### config.mk
export PLATFORM = sky130hd
export DESIGN_NAME = bserr_top
export DESIGN_NICKNAME = d
export VERILOG_FILES = /design/src/hdl/bserr_pkg.sv /design/src/hdl/bserr_cnt_if.sv /design/src/hdl/bserr_retry_bank.sv /design/src/hdl/bserr_top.sv
export SDC_FILE = /design/constraint.sdc
export NUM_CORES = 1
export LEC_CHECK = 0
export BUFFER_PORTS_ARGS = -buffer_cell sky130_fd_sc_hd__buf_2
export CELL_PAD_IN_SITES_DETAIL_PLACEMENT = 1
export CELL_PAD_IN_SITES_GLOBAL_PLACEMENT = 1
export CORE_ASPECT_RATIO = 1.25
export CORE_MARGIN = 2
export CORE_UTILIZATION = 38
export DETAILED_ROUTE_END_ITERATION = 12
export GPL_TIMING_DRIVEN = 0
export PLACE_DENSITY = 0.66
export SLEW_MARGIN = 10
export SYNTH_ARGS = -nofsm -noshare
export SYNTH_HDL_FRONTEND = slang
export SYNTH_SLANG_ARGS = --single-unit
### constraint.sdc
create_clock -name core_clk -period 11.6 [get_ports core_clk]
set_clock_uncertainty 0.05 [all_clocks]
set_input_delay 0 -clock core_clk [delete_from_list [all_inputs] [get_ports core_clk]]
set_output_delay 0 -clock core_clk [all_outputs]
set_load 0.02 [all_outputs]
### src/hdl/bserr_pkg.sv
// Package of constants for the bridge system error reporting block
package bserr_pkg;

  // Register indices on the plain register port
  localparam logic [3:0] BSERR_ADDR_CMD = 4'h0;
  localparam logic [3:0] BSERR_ADDR_BCTL = 4'h1;
  localparam logic [3:0] BSERR_ADDR_PSTAT = 4'h2;
  localparam logic [3:0] BSERR_ADDR_SSTAT = 4'h3;
  localparam logic [3:0] BSERR_ADDR_REASON = 4'h4;
  localparam logic [3:0] BSERR_ADDR_DISABLE = 4'h5;
  localparam logic [3:0] BSERR_ADDR_LIMIT = 4'h6;
  localparam logic [3:0] BSERR_ADDR_LOCK = 4'h7;

  // Command register fields
  localparam int BSERR_CMD_PERR_EN = 0;
  localparam int BSERR_CMD_SERR_EN = 1;
  // Bridge control fields
  localparam int BSERR_BCTL_PERR_EN = 0;
  localparam int BSERR_BCTL_SERR_FWD = 1;
  localparam int BSERR_BCTL_MTO_SERR = 2;
  // Status fields
  localparam int BSERR_PSTAT_SIG_SERR = 0;
  localparam int BSERR_SSTAT_RCV_SERR = 0;

  // Event numbering, shared by reason and disable registers
  localparam int BSERR_NEV = 8;
  localparam int BSERR_EV_PARITY = 0;
  localparam int BSERR_EV_TABORT = 1;
  localparam int BSERR_EV_MABORT = 2;
  localparam int BSERR_EV_PW_RETRY = 3;
  localparam int BSERR_EV_DW_RETRY = 4;
  localparam int BSERR_EV_DR_RETRY = 5;
  localparam int BSERR_EV_MTO = 6;
  localparam int BSERR_EV_SFWD = 7;
  // Master timeout has no disable bit
  localparam logic [7:0] BSERR_DIS_MASK = 8'h3f;

  // Retry counter sources
  localparam int BSERR_NCNT = 3;
  localparam int BSERR_CNT_W = 25;

  // Reset values
  localparam logic [1:0] BSERR_CMD_RST = 2'h0;
  localparam logic [2:0] BSERR_BCTL_RST = 3'h0;
  localparam logic [7:0] BSERR_DIS_RST = 8'h00;
  localparam logic [24:0] BSERR_LIMIT_RST = 25'h1000000;

  // Event sequencer states
  typedef enum logic [2:0] {
    BSERR_IDLE = 3'b001,
    BSERR_DRIVE = 3'b010,
    BSERR_HOLD = 3'b100
  } bserr_state_e;

endpackage

### src/hdl/bserr_cnt_if.sv
// Interface between the top and the retry counter bank
`timescale 1ns/1ns
interface bserr_cnt_if;
  logic [2:0] retry;
  logic [2:0] done;
  logic [24:0] limit;
  logic [2:0] expired;
  modport top (output retry, output done, output limit, input expired);
  modport bank (input retry, input done, input limit, output expired);
endinterface

### src/hdl/bserr_retry_bank.sv
// Retry counters, one per transaction kind
`timescale 1ns/1ns
module bserr_retry_bank
  import bserr_pkg::*;
(
  // Clock and reset
  input wire logic core_clk,
  input wire logic rst,
  // Counter control
  bserr_cnt_if.bank cnt
);

  genvar gi;
  generate
    for (gi = 0; gi < BSERR_NCNT; gi++)
    begin : g_cnt
      logic [24:0] count_r;
      logic [24:0] count_nxt;
      logic hit;
      logic exp_r;
      assign hit = cnt.retry[gi] && (count_r + 25'h1 >= cnt.limit);
      assign count_nxt = (cnt.done[gi] || hit) ? 25'h0 :
                         cnt.retry[gi] ? count_r + 25'h1 : count_r;
      always_ff @(posedge core_clk or posedge rst)
      begin
        if (rst)
        begin
          count_r <= 25'h0;
          exp_r <= 1'b0;
        end
        else
        begin
          count_r <= count_nxt;
          exp_r <= hit;
        end
      end
      assign cnt.expired[gi] = exp_r;
    end
  endgenerate

endmodule // bserr_retry_bank

### src/hdl/bserr_top.sv
// System error and parity error reporting of a two-sided bridge
//
// Operation
// - Parity line seen on downstream or upstream posted write can raise system error.
// - No system error when bridge itself caught the error as write target.
// - Posted write parity system error needs both parity response enables set.
// - System error output is never driven without the command system error enable.
// - Every system error assertion sets the signaled system error status flag.
// - Secondary system error input with forwarding enabled raises primary system error.
// - Secondary system error input sets received system error secondary status flag.
// - Target abort on posted write delivery is a conditional system error cause.
// - Master abort on posted write delivery is a conditional system error cause.
// - Posted write retries are counted; data dropped at limit, cause flagged.
// - Delayed write dropped after retry limit is a conditional cause.
// - Delayed read failing after retry limit is a conditional cause.
// - Master timeout on a delayed transaction is a conditional cause.
// - Reason register records which event caused each system error assertion.
// - Per-event disable register lets software suppress individual causes.
// - Master timeout gated by its bridge control enable and the command system error enable, never disabled.
// - Primary and secondary locks run independently unless a lock crosses.
// - Secondary parity line driven as secondary write target or read initiator.
// - Secondary parity line also driven on primary parity during upstream delayed write.
//
// The placing of the registers and the plain strobed port were chosen for this implementation.
`timescale 1ns/1ns
module bserr_top
  import bserr_pkg::*;
(
  // Clock and reset
  input wire logic core_clk,
  input wire logic rst,
  // Register port
  input wire logic [3:0] reg_addr,
  input wire logic [31:0] reg_wdata,
  input wire logic reg_wr,
  input wire logic reg_rd,
  output logic [31:0] reg_rdata,
  // Parity error lines, active low
  input wire logic primary_parity_error_line_n,
  input wire logic secondary_parity_error_line_in_n,
  output logic secondary_parity_error_line_out_n,
  output logic secondary_parity_error_line_oe_n,
  // System error lines, active low
  input wire logic secondary_system_error_in_n,
  output logic primary_system_error_out_n,
  output logic primary_system_error_oe_n,
  // Posted write delivery status
  input wire logic pw_active,
  input wire logic pw_downstream,
  input wire logic pw_self_target_perr,
  input wire logic pw_target_abort,
  input wire logic pw_master_abort,
  input wire logic pw_retry,
  input wire logic pw_done,
  output logic pw_discard,
  // Delayed transaction status
  input wire logic dw_retry,
  input wire logic dw_done,
  output logic dw_discard,
  input wire logic dr_retry,
  input wire logic dr_done,
  output logic dr_discard,
  input wire logic dt_master_timeout,
  input wire logic udw_completion,
  // Secondary side parity detection
  input wire logic sec_perr_detect,
  input wire logic sec_write_target,
  input wire logic sec_read_initiator,
  // Lock status
  input wire logic pri_lock_req,
  input wire logic sec_lock_req,
  input wire logic lock_crossing,
  output logic pri_lock_held,
  output logic sec_lock_held
);

  ////////////////////////////////////////////////////////////////////////////
  // Registers
  logic [1:0] cmd_r;
  logic [2:0] bctl_r;
  logic pstat_r;
  logic sstat_r;
  logic [7:0] reason_r;
  logic [7:0] dis_r;
  logic [24:0] limit_r;
  logic [31:0] rdata_r;
  bserr_state_e state_r;
  bserr_state_e state_nxt;
  logic serr_oe_n_r;
  logic sperr_oe_n_r;
  logic [2:0] disc_r;
  logic plock_r;
  logic slock_r;

  bserr_cnt_if cnt_if ();

  bserr_retry_bank u_bank (
    .core_clk(core_clk),
    .rst(rst),
    .cnt(cnt_if.bank)
  );

  ////////////////////////////////////////////////////////////////////////////
  // Retry counting
  assign cnt_if.retry = {dr_retry, dw_retry, pw_retry};
  assign cnt_if.done = {dr_done, dw_done, pw_done};
  assign cnt_if.limit = limit_r;

  ////////////////////////////////////////////////////////////////////////////
  // Event decode
  wire perr_en_both = cmd_r[BSERR_CMD_PERR_EN] &&
                      bctl_r[BSERR_BCTL_PERR_EN];
  wire pw_line_seen = pw_downstream ? !secondary_parity_error_line_in_n :
                      !primary_parity_error_line_n;
  wire ev_parity = pw_active && pw_line_seen &&
                   !pw_self_target_perr && perr_en_both;
  wire ev_sfwd = !secondary_system_error_in_n &&
                 bctl_r[BSERR_BCTL_SERR_FWD];
  wire ev_mto = dt_master_timeout &&
                bctl_r[BSERR_BCTL_MTO_SERR];
  wire [7:0] ev_raw;
  assign ev_raw[BSERR_EV_PARITY] = ev_parity;
  assign ev_raw[BSERR_EV_TABORT] = pw_active && pw_target_abort;
  assign ev_raw[BSERR_EV_MABORT] = pw_active && pw_master_abort;
  assign ev_raw[BSERR_EV_PW_RETRY] = cnt_if.expired[0];
  assign ev_raw[BSERR_EV_DW_RETRY] = cnt_if.expired[1];
  assign ev_raw[BSERR_EV_DR_RETRY] = cnt_if.expired[2];
  assign ev_raw[BSERR_EV_MTO] = ev_mto;
  assign ev_raw[BSERR_EV_SFWD] = ev_sfwd;
  // Disable applies only to maskable causes
  wire [7:0] ev_gated = ev_raw & ~(dis_r & BSERR_DIS_MASK);
  wire serr_allowed = cmd_r[BSERR_CMD_SERR_EN];
  wire serr_fire = serr_allowed && (|ev_gated);

  ////////////////////////////////////////////////////////////////////////////
  // Secondary parity decode
  wire sperr_fire = bctl_r[BSERR_BCTL_PERR_EN] &&
                    ((sec_perr_detect &&
                      (sec_write_target || sec_read_initiator)) ||
                     (udw_completion && !primary_parity_error_line_n &&
                      cmd_r[BSERR_CMD_PERR_EN]));

  ////////////////////////////////////////////////////////////////////////////
  // Register access decode
  wire wr_cmd = reg_wr && reg_addr == BSERR_ADDR_CMD;
  wire wr_bctl = reg_wr && reg_addr == BSERR_ADDR_BCTL;
  wire wr_pstat = reg_wr && reg_addr == BSERR_ADDR_PSTAT;
  wire wr_sstat = reg_wr && reg_addr == BSERR_ADDR_SSTAT;
  wire wr_reason = reg_wr && reg_addr == BSERR_ADDR_REASON;
  wire wr_dis = reg_wr && reg_addr == BSERR_ADDR_DISABLE;
  wire wr_limit = reg_wr && reg_addr == BSERR_ADDR_LIMIT;
  wire [31:0] rd_mux =
    reg_addr == BSERR_ADDR_CMD ? {30'h0, cmd_r} :
    reg_addr == BSERR_ADDR_BCTL ? {29'h0, bctl_r} :
    reg_addr == BSERR_ADDR_PSTAT ? {31'h0, pstat_r} :
    reg_addr == BSERR_ADDR_SSTAT ? {31'h0, sstat_r} :
    reg_addr == BSERR_ADDR_REASON ? {24'h0, reason_r} :
    reg_addr == BSERR_ADDR_DISABLE ? {24'h0, dis_r} :
    reg_addr == BSERR_ADDR_LIMIT ? {7'h0, limit_r} :
    reg_addr == BSERR_ADDR_LOCK ? {30'h0, slock_r, plock_r} : 32'h0;

  // Write one to clear, a new event wins over the clear
  wire pstat_nxt = serr_fire ||
                   (pstat_r && !(wr_pstat && reg_wdata[0]));
  wire sstat_nxt = !secondary_system_error_in_n ||
                   (sstat_r && !(wr_sstat && reg_wdata[0]));
  wire [7:0] reason_nxt = (serr_fire ? ev_gated : 8'h0) |
                          (reason_r & ~(wr_reason ? reg_wdata[7:0] : 8'h0));

  ////////////////////////////////////////////////////////////////////////////
  // Output sequencer: drive system error while any cause stands
  always_comb
  begin
    state_nxt = state_r;
    case (state_r)
      BSERR_IDLE:
        if (serr_fire)
          state_nxt = BSERR_DRIVE;
      BSERR_DRIVE:
        state_nxt = serr_fire ? BSERR_DRIVE : BSERR_HOLD;
      BSERR_HOLD:
        state_nxt = serr_fire ? BSERR_DRIVE : BSERR_IDLE;
      default:
        state_nxt = BSERR_IDLE;
    endcase
  end

  wire serr_nxt = state_nxt == BSERR_DRIVE;

  ////////////////////////////////////////////////////////////////////////////
  // Locks: each bus lock follows its own requester unless one crosses
  wire plock_nxt = pri_lock_req;
  wire slock_nxt = lock_crossing ? pri_lock_req || sec_lock_req :
                   sec_lock_req;

  ////////////////////////////////////////////////////////////////////////////
  // Control registers
  always_ff @(posedge core_clk or posedge rst)
  begin
    if (rst)
    begin
      cmd_r <= BSERR_CMD_RST;
      bctl_r <= BSERR_BCTL_RST;
      dis_r <= BSERR_DIS_RST;
      limit_r <= BSERR_LIMIT_RST;
    end
    else
    begin
      if (wr_cmd)
        cmd_r <= reg_wdata[1:0];
      if (wr_bctl)
        bctl_r <= reg_wdata[2:0];
      if (wr_dis)
        dis_r <= reg_wdata[7:0] & BSERR_DIS_MASK;
      if (wr_limit)
        limit_r <= reg_wdata[24:0];
    end
  end

  ////////////////////////////////////////////////////////////////////////////
  // Status, reason and outputs
  always_ff @(posedge core_clk or posedge rst)
  begin
    if (rst)
    begin
      pstat_r <= 1'b0;
      sstat_r <= 1'b0;
      reason_r <= 8'h0;
      rdata_r <= 32'h0;
      state_r <= BSERR_IDLE;
      serr_oe_n_r <= 1'b1;
      sperr_oe_n_r <= 1'b1;
      disc_r <= 3'h0;
      plock_r <= 1'b0;
      slock_r <= 1'b0;
    end
    else
    begin
      pstat_r <= pstat_nxt;
      sstat_r <= sstat_nxt;
      reason_r <= reason_nxt;
      rdata_r <= reg_rd ? rd_mux : 32'h0;
      state_r <= state_nxt;
      serr_oe_n_r <= !serr_nxt;
      sperr_oe_n_r <= !sperr_fire;
      disc_r <= cnt_if.expired;
      plock_r <= plock_nxt;
      slock_r <= slock_nxt;
    end
  end

  ////////////////////////////////////////////////////////////////////////////
  // Port drive; system error is open drain, driven low only
  assign reg_rdata = rdata_r;
  assign primary_system_error_out_n = 1'b0;
  assign primary_system_error_oe_n = serr_oe_n_r;
  assign secondary_parity_error_line_out_n = sperr_oe_n_r;
  assign secondary_parity_error_line_oe_n = sperr_oe_n_r;
  assign pw_discard = disc_r[0];
  assign dw_discard = disc_r[1];
  assign dr_discard = disc_r[2];
  assign pri_lock_held = plock_r;
  assign sec_lock_held = slock_r;

endmodule // bserr_top

# Word-level counts from Yosys, hierarchy flattened
# Index checks and enable logic that the tools add are counted.
word_totals:
  input_bits: 62
  elab_cells: 113
  regBits: 159
classes:
  n_mux: 23
  n_lt_le_gt_ge: 3
  n_reduce_logical: 48
  bitwise_logic: 5
  eq_ne: 11
  add_sub_neg: 3
op_table:
  columns: ["op", "count"]
  rows:
  - ["25-bit 2-to-1 mux", 14]
  - ["25-bit by 1-bit adder with 25-bit output (second input constant)", 3]
  - ["25-bit greater-or-equal comparator", 3]
  - ["1-bit logical AND", 27]
  - ["8-bit AND", 2]
  - ["4-bit by 3-bit equality test with 1-bit output (second input constant)", 4]
  - ["8-bit 2-to-1 mux", 2]
  - ["3-bit one-hot mux with 3 select lines", 1]
  - ["4-bit by 2-bit equality test with 1-bit output (second input constant)", 2]
  - ["1-bit zero test", 8]
  - ["1-bit logical OR", 8]
  - ["6-bit inverter with 8-bit output", 1]
  - ["8-bit inverter", 1]
  - ["8-bit bitwise OR", 1]
  - ["8-bit OR reduction", 1]
  - ["3-bit by 2-bit equality test with 1-bit output (second input constant)", 2]
  - ["3-bit 2-to-1 mux", 2]
  - ["2-bit nonzero test", 3]
  - ["4-bit by 1-bit equality test with 1-bit output (second input constant)", 1]
  - ["4-bit zero test", 1]
  - ["2-bit 2-to-1 mux", 2]
  - ["3-bit by 1-bit equality test with 1-bit output (second input constant)", 1]
  - ["3-bit equality test (second input constant)", 1]
  - ["1-bit 2-to-1 mux", 2]

# Logic depth before layout (Yosys ltp)
depth:
  word_depth: 12
  mapped_depth: 16

# Cells and area by module
# From an unflattened synthesis, not the netlist that was laid out.
unflattened:
  cells_unflattened: 1011
  area_unflattened_um2: 9937.0
modules_own_cells:
  columns: ["module", "instances", "area_per_inst_um2", "cells_each"]
  rows:
  - ["bserr_retry_bank", 1, 6501.2, 749]
  - ["bserr_top", 1, 3435.8, 262]

# Worst setup path after synthesis
# OpenSTA, ideal clock, no wires.
synth_timing:
  path_kind: "register to register"
  start: "register u_bank.g_cnt[1].count_r[0]"
  end: "register u_bank.g_cnt[1].count_r[24]"
  stages_incl_launch_ff: 16
  n_path_buf: 1
  required_time_ps: 11432
  setup_time_ps: 118
  setup_slack_ps: 7941
  arrival_ps: 3490
  synth_period_minus_slack_ps: 3659
  cell_sequence: "dfrtp_1 ha_1 nand3_1 or2_2 nor4_2 nand3_1 xnor2_1 ha_1 nand3_1 nor4_2 nand3_1 o22ai_2 nor2_1 buf_2 a31o_2 a21o_1"
synth_between:
  elab_chain_cells: 5
synth_rtl:
  columns: ["element", "line_no", "text"]
  rows:
  - ["from (decl)", "bserr_retry_bank.sv:17", "logic [24:0] count_r;"]
  - ["from (signal assigned)", "bserr_retry_bank.sv:33", "count_r <= count_nxt;"]
  - ["25-bit by 1-bit adder with 25-bit output (*)", "bserr_retry_bank.sv:21, bserr_retry_bank.sv:23", null]
  - ["25-bit greater-or-equal comparator", "bserr_retry_bank.sv:21", "assign hit = cnt.retry[gi] && (count_r + 25'h1 >= cnt.limit);"]
  - ["1-bit logical AND", "bserr_retry_bank.sv:21", null]
  - ["1-bit logical OR", "bserr_retry_bank.sv:22", "assign count_nxt = (cnt.done[gi] || hit) ? 25'h0 :"]
  - ["25-bit 2-to-1 mux / 2-bit nonzero test (equally long branches)", null, null]
# Mark *: on every way between the ends. The rest lies on a longest branch, timed or not. The select of a mux whose other input is x is not followed.
# A chain may end at the register's enable or synchronous reset.

# Worst setup path in the final report
# Ends and elaborated chain as after synthesis.

==> results.cfg <==
[status]
status = finished, final reports clean

[worst_hold_path]
min_path_cells = 4
hold_end = reason_r[0]
min-delay-start = secondary_parity_error_line_in_n
hold_class = primary input to flop

[setup_path]
rr_startpoint = u_bank.g_cnt[1].count_r[0]
crit_buf_inv = 1
cp.arrival_ns = 4.75
crit_fanout = 10
crit_top_cell = nand3_1
start_kind = flop
r2r-end = u_bank.g_cnt[1].count_r[24]
cpPeakStageDelay_ns = 0.50
cp.required_ns = 11.89
worstSetupEndpointType = flop
crit_type = flop to flop
regToRegSetupSlack_ns = 7.14
path_cells = ha_1, nand3_1, or2_2, nor4_2, nand3_1, xnor2_1, ha_1, nand3_1, nor4_2, nand3_1, o22ai_2, nor2_1, buf_2, a31o_2, a21o_1
cp_top_family = simple AND/OR/NAND/NOR gates
worstRegToRegCells = 15
worst_path_max_delay_cell = nor4_2
path_depth = 15

[route]
drc = 0
drt-wirelength-per-cell_um = 19.86
via_per_inst = 5.453
antenna_left = 0
drt-total-wl_mm = 29.83
drt_iter0_markers = 301
drt_pass1_iterations = 4
via_count = 8191

[grt]
grt_pass1_vias = 8662
antenna_found_initial = 0
overflow = 0
grt_start_max_net_pins = 102
grt_pass1_wl_mm = 47.87
grtUsageTotal = 0.2325

[power_and_ir_drop]
power.leakage_uw = 0.005351
peakVddDrop_uv = 83.82
p_per_area_mw_per_mm2 = 134.7
power_uw = 1561

[cells_and_area]
diodes = 0
fin_util = 0.4712
fin_area_mm2 = 0.01158
final_nets = 1299
fillers = 2822
drive_above_1_share = 0.1433
mostFrequentLayoutCells = 155 x dfrtp_1, 92 x buf_2, 84 x nand2_1
final_common_cell = dfrtp_1
synthToLayoutAreaGrowth_pct = 21.21

[clock_tree]
cts_tree = built
clkSinkCount = 159
cts_buffers = 17
cts_buffer_depth = 2
cts-root-buf = clkbuf_16
clk_latency_ns = 0.45
htreeDepth = 4
clk_pin_slew_ns = 0.07

[run]
cap_violations = 0

[floorplanning]
initial_core_util = 0.3887
dieArea_mm2 = 0.02644
ios = 103
chipHeight_um = 181.3
core_area_mm2 = 0.02458
placementRows = 64
die_w_um = 145.8

[sta]
hold_violations = 0
period_share = 0.3845
rsz0062_at_grt = no
fmax_mhz = 224.2
tns_ns = 0
finalSetupViolations = 0
period_needed_ns = 4.461
slew_viol_final = 0
worst_slew_pin_slew_ns = 1.000
slew_headroom = 0.3280

[placement]
finalWeightedCongestion = 0.8154
hpwl_mm = 21.08
placed_cell_area_mm2 = 0.01045
io_buffers = 83

[synthesis]
synth_cell_type_count = 63
synth-main-ff-cell = dfrtp_1
synth.top_cell.area_share = 0.4059
synth_area_mm2 = 0.009557
seq_area_frac_synth = 0.4169
syn_inst = 1001
avgSynthCellArea_um2 = 9.547
yosys.area.top_type = dfrtp_1
synthArstFlopShare = 1.000
synth_edf_count = 0
synth_area_leaders = dfrtp_1 41%, ha_1 10%, xnor2_1 3.9%
ys_warn_count = 0
ys_ff_latch = 159
## worst max-delay path by stage
stage | startpoint | to | slack (ns)
after floorplan | rst | bctl_r[0] | 7.27
after global placement | rst | u_bank.g_cnt[1].count_r[18] | 5.03
after detailed placement | u_bank.g_cnt[1].count_r[0] | u_bank.g_cnt[1].count_r[24] | 7.15
after CTS | u_bank.g_cnt[1].count_r[0] | u_bank.g_cnt[1].count_r[24] | 7.08
after global routing | u_bank.g_cnt[1].count_r[0] | u_bank.g_cnt[1].count_r[24] | 6.79
final | u_bank.g_cnt[1].count_r[0] | u_bank.g_cnt[1].count_r[24] | 7.14
## synthesized netlist by cell type, types with 3 or more instances
library cell	number
xor2_1	29
nand4_1	23
and4_1	6
nand3_1	57
dfrtp_1	155
buf_1	3
a32o_1	31
and3_1	10
or2_2	3
a211oi_1	8
nor3b_1	10
or3_1	4
clkbuf_1	32
o21a_1	6
xnor2_1	43
nand2b_1	34
nand4b_1	4
mux2i_1	6
a21o_1	10
a21oi_1	49
ha_1	78
buf_2	9
nand3b_1	6
and3b_1	4
nor2b_1	13
nor4_1	3
nand2_1	84
o211ai_1	4
inv_1	43
mux2_2	12
nor3_1	31
a31oi_1	9
nor2_1	64
dfstp_2	4
a22o_1	12
buf_4	9
o21ai_0	59
## layer usage
layer | vias to the layer above | share of wire | GRT usage
met5 | - | 0 | 0
li1 | 3887 | - | -
met1 | 4116 | 0.45 | 0.2918
met3 | 42 | 0.027 | 0.03510
met4 | 0 | 0.026 | 0.08353
met2 | 146 | 0.50 | 0.4055
## area by class of cell
class	instances	area [um2]	area share
multi-input cells	752	5182	0.4474
inverters	43	168.9	0.01458
flip-flops and latches	159	3984	0.3439
well taps	330	412.9	0.03564
repair buffers	132	923.4	0.07971
plain buffers	54	255.2	0.02204
clock buffers	17	425.4	0.03673
clock inverters	15	231.5	0.01998
## stage by stage
step | worst slack (ns) | hold slack (ns) | cells
after CTS | 7.084 | 0.01565 | 1502
after floorplan | 7.265 | -0.01857 | 1008
final | 7.139 | 0.03892 | 1502
after detailed placement | 7.150 | 0.03226 | 1422
after global routing | 6.785 | 0.03462 | 1502
after global placement | 5.030 | 0.07388 | 1421
## registers in the layout, indices dropped and copies added, names as in the netlist, 2 cells and up
register,flops
reason_r,8
reg_rdata,25
disc_r,3
cmd_r,2
bctl_r,3
u_bank.g_cnt.count_r,75
state_r,3
cnt_if.limit,25
u_bank.g_cnt.exp_r,3
dis_r,6
## worst register-to-register path, stage by stage (launching register included)
cell and delay, ns:
dfrtp_1 0.46, ha_1 0.31, nand3_1 0.20, or2_2 0.39
nor4_2 0.34, nand3_1 0.19, xnor2_1 0.18, ha_1 0.32
nand3_1 0.16, nor4_2 0.50, nand3_1 0.18, o22ai_2 0.34
nor2_1 0.10, buf_2 0.21, a31o_2 0.25, a21o_1 0.16
## cells by family after synthesis
kind of cell / share of synthesized area
AO/OA/AOI/OAI: 0.1443
other: 0.0003924
flip-flops: 0.4169
multiplexers: 0.02278
XOR/XNOR: 0.06769
buffers and inverters: 0.04360
AND/OR/NAND/NOR: 0.2023
adder cells (fa/ha/maj): 0.1021
## where the power goes
| group | internal [uW] | leakage (uW) | switching (uW) |
|---|---|---|---|
| logic | 103 | 0.00294 | 190 |
| registers | 600 | 0.00210 | 26.1 |
| clock network | 385 | 0.000308 | 256 |
## repair_timing
action	in CTS	in global routing
buffers inserted	0	0
gates resized for setup	0	0
hold buffers	48	0
hold endpoints to repair	124	0
Power figures use the tool's default switching activity.
